<file path="src/vca_map.vh">
`ifndef VCA_MAP_VH
`define VCA_MAP_VH
`define VCA_CTL_ADDR 4'h0
`define VCA_STAT_ADDR 4'h4
`define VCA_IRQ_STAT_ADDR 4'h8
`define VCA_IRQ_MASK_ADDR 4'hC
`define VCA_RST_BIT 31
`define VCA_BLK_BIT 30
`define VCA_RAW_FIELD_ID_ENABLE_BIT 21
`define VCA_FIELD_POLARITY_INVERT_BIT 20
`define VCA_EXT_BIT 19
`define VCA_EN_BIT 15
`define VCA_FRM_BIT 30
`define VCA_F2_BIT 29
`define VCA_F1_BIT 28
`define VCA_CTL_RESET 32'h40020030
`define VCA_CTL_WMASK 32'h403FFDF7
`define VCA_FLUSH_CYCLES 4'h4
`endif

</file>
<file path="src/vca_control.v">
`timescale 1ns/1ps
`default_nettype none
`include "vca_map.vh"
module vca_control (
    input wire clock,
    input wire rstn,
    input wire [3:0] addr,
    input wire [31:0] wdata,
    input wire wr,
    input wire rd,
    output reg [31:0] rdata,
    input wire dma_busy,
    input wire frame_start,
    input wire field_end,
    input wire frame_end,
    input wire detected_field,
    output reg fifo_flush,
    output reg dma_event_en,
    output reg capture_enable,
    output reg raw_field_id_enable,
    output reg field_polarity_invert,
    output reg external_timing_select,
    output reg field_is_two,
    output reg field_event,
    output reg frame_event,
    output reg irq
);
// ----------------------------------------
// state codes
// ----------------------------------------
localparam ST_IDLE = 3'b001;
localparam ST_WAIT = 3'b010;
localparam ST_FLSH = 3'b100;
localparam SY_RUN = 3'b001;
localparam SY_FLD = 3'b010;
localparam SY_FRM = 3'b100;
// ----------------------------------------
// decode helpers
// ----------------------------------------
function addr_hit;
    input [3:0] a;
    input [3:0] target;
    begin
        addr_hit = (a == target);
    end
endfunction
// ----------------------------------------
// storage
// ----------------------------------------
reg [31:0] ctl_ff;
reg [2:0] stat_ff;
reg [2:0] irq_stat_ff;
reg [2:0] irq_mask_ff;
reg [2:0] st_ff;
reg [2:0] sy_ff;
reg [3:0] cnt_ff;
reg [31:0] nxt_ctl;
reg [2:0] nxt_st;
reg [2:0] nxt_sy;
reg [3:0] nxt_cnt;
reg [2:0] nxt_irq_mask;
reg [31:0] nxt_rdata;
wire [2:0] nxt_stat;
wire [2:0] nxt_irq_stat;
wire ctl_wr;
wire stat_wr;
wire istat_wr;
wire imask_wr;
wire blocked;
wire ev_ok;
wire fld_two;
wire rst_done;
wire [2:0] ev_set;
wire [2:0] ev;
// ----------------------------------------
// decodes
// ----------------------------------------
assign ctl_wr = wr && addr_hit(addr, `VCA_CTL_ADDR);
assign stat_wr = wr && addr_hit(addr, `VCA_STAT_ADDR);
assign istat_wr = wr && addr_hit(addr, `VCA_IRQ_STAT_ADDR);
assign imask_wr = wr && addr_hit(addr, `VCA_IRQ_MASK_ADDR);
assign blocked = ctl_ff[`VCA_BLK_BIT];
assign ev_ok = (sy_ff == SY_RUN) && !blocked && ctl_ff[`VCA_EN_BIT];
assign fld_two = detected_field ^ ctl_ff[`VCA_FIELD_POLARITY_INVERT_BIT];
assign rst_done = (st_ff == ST_FLSH) && (cnt_ff == 4'h1);
assign ev_set = {frame_end, field_end && fld_two, field_end && !fld_two};
assign ev = ev_ok ? ev_set : 3'h0;
// ----------------------------------------
// channel reset and control register
// ----------------------------------------
always @*
begin
    nxt_ctl = ctl_ff;
    nxt_st = st_ff;
    nxt_cnt = cnt_ff;
    if (ctl_wr)
    begin
        nxt_ctl = (ctl_ff & ~`VCA_CTL_WMASK) | (wdata & `VCA_CTL_WMASK);
    end
    case (st_ff)
        ST_IDLE:
        begin
            if (ctl_wr && wdata[`VCA_RST_BIT])
            begin
                nxt_st = ST_WAIT;
                nxt_ctl = ctl_ff;
                nxt_ctl[`VCA_RST_BIT] = 1'b1;
            end
        end
        ST_WAIT:
        begin
            nxt_ctl[`VCA_RST_BIT] = 1'b1;
            if (!dma_busy)
            begin
                nxt_st = ST_FLSH;
                nxt_cnt = `VCA_FLUSH_CYCLES;
            end
        end
        ST_FLSH:
        begin
            nxt_ctl[`VCA_RST_BIT] = 1'b1;
            nxt_cnt = cnt_ff - 4'h1;
            if (rst_done)
            begin
                nxt_st = ST_IDLE;
                nxt_ctl = `VCA_CTL_RESET;
            end
        end
        default:
        begin
            nxt_st = ST_IDLE;
        end
    endcase
end
// ----------------------------------------
// resync after unblock
// ----------------------------------------
always @*
begin
    nxt_sy = sy_ff;
    case (sy_ff)
        SY_RUN:
        begin
            if (blocked)
            begin
                nxt_sy = SY_FLD;
            end
        end
        SY_FLD:
        begin
            if (!blocked && frame_start)
            begin
                nxt_sy = SY_FRM;
            end
        end
        SY_FRM:
        begin
            if (blocked)
            begin
                nxt_sy = SY_FLD;
            end
            else if (frame_start)
            begin
                nxt_sy = SY_RUN;
            end
        end
        default:
        begin
            nxt_sy = SY_FLD;
        end
    endcase
end
// ----------------------------------------
// sticky status bits, set wins over write clear; end of channel reset clears stat
// ----------------------------------------
genvar gi;
generate
    for (gi = 0; gi < 3; gi = gi + 1)
    begin : g_stat
        assign nxt_stat[gi] = rst_done ? 1'b0 :
            (ev[gi] | (stat_ff[gi] & ~(stat_wr & wdata[`VCA_F1_BIT + gi])));
        assign nxt_irq_stat[gi] = ev[gi] | (irq_stat_ff[gi] & ~(istat_wr & wdata[gi]));
    end
endgenerate
// ----------------------------------------
// interrupt mask
// ----------------------------------------
always @*
begin
    nxt_irq_mask = irq_mask_ff;
    if (imask_wr)
    begin
        nxt_irq_mask = wdata[2:0];
    end
end
// ----------------------------------------
// read mux
// ----------------------------------------
always @*
begin
    nxt_rdata = 32'h00000000;
    if (rd)
    begin
        case (addr)
            `VCA_CTL_ADDR: nxt_rdata = ctl_ff;
            `VCA_STAT_ADDR: nxt_rdata = {1'b0, stat_ff, 28'h0000000};
            `VCA_IRQ_STAT_ADDR: nxt_rdata = {29'h00000000, irq_stat_ff};
            `VCA_IRQ_MASK_ADDR: nxt_rdata = {29'h00000000, irq_mask_ff};
            default: nxt_rdata = 32'h00000000;
        endcase
    end
end
// ----------------------------------------
// core registers
// ----------------------------------------
always @(posedge clock or negedge rstn)
begin
    if (!rstn)
    begin
        ctl_ff <= `VCA_CTL_RESET;
        stat_ff <= 3'h0;
        irq_stat_ff <= 3'h0;
        irq_mask_ff <= 3'h0;
        st_ff <= ST_IDLE;
        sy_ff <= SY_FLD;
        cnt_ff <= 4'h0;
    end
    else
    begin
        ctl_ff <= nxt_ctl;
        stat_ff <= nxt_stat;
        irq_stat_ff <= nxt_irq_stat;
        irq_mask_ff <= nxt_irq_mask;
        st_ff <= nxt_st;
        sy_ff <= nxt_sy;
        cnt_ff <= nxt_cnt;
    end
end
// ----------------------------------------
// read data
// ----------------------------------------
always @(posedge clock or negedge rstn)
begin
    if (!rstn)
    begin
        rdata <= 32'h00000000;
    end
    else
    begin
        rdata <= nxt_rdata;
    end
end
// ----------------------------------------
// flush and dma gating
// ----------------------------------------
always @(posedge clock or negedge rstn)
begin
    if (!rstn)
    begin
        fifo_flush <= 1'b1;
        dma_event_en <= 1'b0;
    end
    else
    begin
        fifo_flush <= nxt_ctl[`VCA_BLK_BIT] || (nxt_st == ST_FLSH);
        dma_event_en <= (nxt_sy == SY_RUN) && !nxt_ctl[`VCA_BLK_BIT];
    end
end
// ----------------------------------------
// configuration outputs
// ----------------------------------------
always @(posedge clock or negedge rstn)
begin
    if (!rstn)
    begin
        capture_enable <= 1'b0;
        raw_field_id_enable <= 1'b0;
        field_polarity_invert <= 1'b0;
        external_timing_select <= 1'b0;
    end
    else
    begin
        capture_enable <= nxt_ctl[`VCA_EN_BIT];
        raw_field_id_enable <= nxt_ctl[`VCA_RAW_FIELD_ID_ENABLE_BIT];
        field_polarity_invert <= nxt_ctl[`VCA_FIELD_POLARITY_INVERT_BIT];
        external_timing_select <= nxt_ctl[`VCA_EXT_BIT];
    end
end
// ----------------------------------------
// events and interrupt
// ----------------------------------------
always @(posedge clock or negedge rstn)
begin
    if (!rstn)
    begin
        field_is_two <= 1'b0;
        field_event <= 1'b0;
        frame_event <= 1'b0;
        irq <= 1'b0;
    end
    else
    begin
        field_is_two <= fld_two;
        field_event <= ev[1] | ev[0];
        frame_event <= ev[2];
        irq <= |(nxt_irq_stat & irq_mask_ff);
    end
end
endmodule
`default_nettype wire

</file>
<file path="config.mk">
export PLATFORM = sky130hd
export DESIGN_NAME = vca_control
export DESIGN_NICKNAME = d
export VERILOG_FILES = /design/src/vca_control.v
export VERILOG_INCLUDE_DIRS = /design/src
export SDC_FILE = /design/constraint.sdc
export NUM_CORES = 1
export LEC_CHECK = 0
export ABC_AREA = 0
export ABC_CLOCK_PERIOD_IN_PS = 4700
export BUFFER_PORTS_ARGS = -buffer_cell sky130_fd_sc_hd__buf_2
export CORE_ASPECT_RATIO = 1.75
export CORE_MARGIN = 3
export CORE_UTILIZATION = 57
export DETAILED_ROUTE_END_ITERATION = 8
export GPL_TIMING_DRIVEN = 0
export PLACE_DENSITY = 0.84
export SLEW_MARGIN = 20
export SYNTH_ARGS = -nofsm -noshare
export SYNTH_HDL_FRONTEND = slang
export SYNTH_SLANG_ARGS = --single-unit
</file>
<file path="constraint.sdc">
create_clock -name clock -period 4.7 [get_ports clock]
set_input_delay 0.235 -clock clock [delete_from_list [all_inputs] [get_ports clock]]
set_output_delay 0.235 -clock clock [all_outputs]
set_load 0.03 [all_outputs]
</file>
==> results.txt <==
The cell area reported after detailed placement was 0.00406 mm^2; the final net count was 450. Of the total synthesized cell area, the portion taken by AND, OR, NAND and NOR gates is 20.8%. The stage delay of the slowest cell on the critical path was 660 ps; the top achievable clock speed was 469 MHz. STA classifies the critical path startpoint as a register.

Synthesis handed over a netlist of 313 instances. The clock slew at the register clock pins of the worst setup and hold paths is 90 ps. Synthesis inferred 89 register bits. The finished cells cover 0.00428 mm^2.

The run gives 0.00355 mm^2 as the cell area after technology mapping. Summing all multi-input logic gate instances after layout gives 0.00122 mm^2. By area, the combinational part of the netlist is dominated by simple AND/OR/NAND/NOR gates.

Setup repair after global routing left no endpoint under its margin. The logs give 42 for the post-synthesis cell type count and 5210 um for the HPWL after detailed placement. For the final database, setup skew stands at 10.4 ps.

In this run the static leakage power is 2.20 nW. Number of port buffers: 77. Synthesized-area fraction occupied by adder cells: 0.706%.

Total power for the finished layout comes to 1.56 mW. The clock period minus final worst setup slack was 2130 ps; the horizontal die dimension was 65.6 um. The tools report the number of nets produced by synthesis as 360. The worst-case IR drop observed on VDD is 0.000254 V.

Of the post-synthesis cell area, the part taken by muxes is 3.32%. The cell with the largest stage delay on the worst path was nor3b_1. The global placement routability congestion came out at 0.816.

For the worst setup path, the data required time is 4940 ps. Entering global routing, the biggest net connects 63 pins. By count the netlist is led by dfrtp_1 (82), nand2_1 (47), and2_1 (38). For this block, the via count after detailed routing is 2530. The level count of the clock H-tree is 3, and the number of hold violations in the final report is 0. From synthesis to final layout, the design area changed by 20.6%.

The critical path goes through clkbuf_1, nor3b_1, and2_1, buf_2, nor3_1, a22o_1. The min-delay analysis places its worst path in the category input port to register. TritonCTS built the clock tree. For the warning count from the yosys run, the log shows 0. After clock tree synthesis, the repair step resized 0 gates. The number of buffers created by CTS came out at 9. Max-cap violations in this run came to 0. The initial antenna violation count came out at 0. The average footprint of a synthesized cell came out at 11.3 um^2.

Summing all flip-flop and latch instances after layout gives 0.00224 mm^2. The final global-route overflow total was 0. The flow ran to the end, and the final reports show no timing, DRC or antenna violations.

The tightest hold path in the finished design has a slack of 95.4 ps. The tree built by TritonCTS fans out to 89 sinks. The highest net fanout along the worst path is 9, and the via count of the first global-routing pass is 2658. Top cell type by total area after synthesis: dfrtp_1. Measured along the y axis, the die boundary spans 110 um. The top-level I/O count is 87, and the post-synthesis xor/xnor area fraction is 0.247%. The area fraction of the dominant cell type after synthesis came out at 57.9%. The share of the synthesized area in compound gates (AO/OA/AOI/OAI) was 9.32%; the effective utilization at floorplan was 59.4%. The master cell of the clock root buffer is clkbuf_8. Of the cells placed in the final design, the portion with a size suffix greater than 1 is 29.9%. The post-route antenna net violation count is 0, and the number of optimization iterations in the first detailed-route pass is 4. The async set or reset register ratio after synthesis is 100%, and the sum of negative setup slack is 0 ps.

Counting flops with a built-in enable in the synthesized netlist gives 0. Detailed router's first-iteration violation count: 248. For this run, the leading register cell type out of synthesis is dfrtp_1. The clock latency on the worst-skew pair came out at 350 ps. The total area inside the core boundary comes to 0.00597 mm^2. The vias per cell is 5.21. Measured against its own limit, the worst slew margin works out to 50.3%. For this design the ratio of total power to cell area is 366 mW/mm^2. For this block, the routed nets add up to 7270 um of wire. The nature of the critical path endpoint is a register. At the pin with the least slew margin, the transition time is 744 ps. The die covers 0.00724 mm^2. The max-slew violation total from the final report was 0; the antenna diode count was 0. Number of core rows: 37. Number of buffers and inverters on the critical path: 2.

The setup path with the least slack is of type register to register. Global routing consumed, over all layers together, 22.6% of the routing resources. The final clock period utilization by the worst path is 45.4%. The first-pass GRT wire length is 12200 um. The clock passes through at most 2 buffers. Broken down by cell family, the worst path's largest delay share belongs to simple AND/OR/NAND/NOR gates.

The run gives 435 as the filler cell count in the final layout. The number of failing setup endpoints in the final timing report is 0. Counting cells, the worst reg-to-reg path comes to 6. After synthesis, flip-flops and latches occupy 63.1% of the total area. For the arrival time of data at the critical path endpoint, the log shows 2370 ps. The worst hold path stage count is 3. In the post-synthesis netlist, the cell with the most instances is dfrtp_1.

For this run, design rule violations remaining after detail routing come to 0. In the final routed layout, each cell accounts on average for 15.0 um. In this run the number of cells on the critical path is 6.

In this run the register-to-register setup slack is 2570 ps. By area the synthesized netlist is led by dfrtp_1 (58%), and2_1 (6.7%), dfstp_2 (5.2%).
==> worst min-delay path, stage by stage <==
cell,delay (ps)
buf_2,100
nand2_1,50
nand3_1,70
==> metal layers <==
metal  global-route usage (%)  wire length (um)
met3                     5.17               375
met4                     12.3               221
met5                        0                 0
met1                     24.8              2820
met2                     39.8              3850
==> power breakdown <==
group | internal [mW] | total [mW] | switching [mW]
sequential | 0.826 | 0.861 | 0.0348
combinational | 0.0679 | 0.165 | 0.0967
clock | 0.275 | 0.538 | 0.263
total | 1.17 | 1.56 | 0.395
==> path summary, 6_finish.rpt <==
path	from	to
max	st_ff[1]	ctl_ff[19]
min	wdata[17]	ctl_ff[17]
max reg2reg	st_ff[1]	ctl_ff[19]
min reg2reg	register	rdata[27]
max in group asynchronous	rstn	ctl_ff[30]
min in group asynchronous	rstn	rdata[25]
==> cell usage in the layout (no fill, tap or decap), types with 5 or more instances in the layout <==
cell type and n:
mux2_2 6, nand2_1 47, inv_1 6, clkbuf_1 8
dfstp_2 7, a21oi_1 25, o21ai_0 9, nor2_1 12
nor3b_1 5, clkbuf_8 11, and2_1 38, mux2i_1 5
dfrtp_1 82, nand3_1 6, buf_2 83
==> kinds of logic (layout without fill, tap and decap cells) <==
| group | Yosys count | after routing |
|---|---|---|
| compound gates | 52 | 52 |
| xor+xnor | 1 | 1 |
| fa+ha+maj | 2 | 2 |
| buf+inv | 21 | 116 |
| flops | 89 | 89 |
| mux | 11 | 11 |
| simple gates | 137 | 137 |
==> cell type report <==
| class | count | area share [%] |
|---|---|---|
| Multi-Input combinational cell | 203 | 28.5 |
| Clock inverter | 4 | 1.20 |
| Clock buffer | 12 | 3.63 |
| Inverter | 6 | 0.527 |
| Tap cell | 78 | 2.28 |
| Timing Repair Buffer | 79 | 9.95 |
| Sequential cell | 89 | 52.3 |
| Buffer | 15 | 1.61 |
==> stage by stage <==
step / std cells / worst slack, ps / util, %
after floorplan: 313 / 2960 / -
after global placement: 468 / 2560 / 67.5
after detailed placement: 469 / 2550 / 68.0
after CTS: 486 / 2550 / 71.6
after global routing: 486 / 2300 / 71.6
final: 486 / 2570 / 71.6
==> timing repair <==
| item | CTS | global route |
|---|---|---|
| buffers inserted | 0 | 0 |
| hold buffers | 1 | 0 |
| endpoints found under the hold margin | 24 | 0 |
Power figures use the tool's default switching activity.
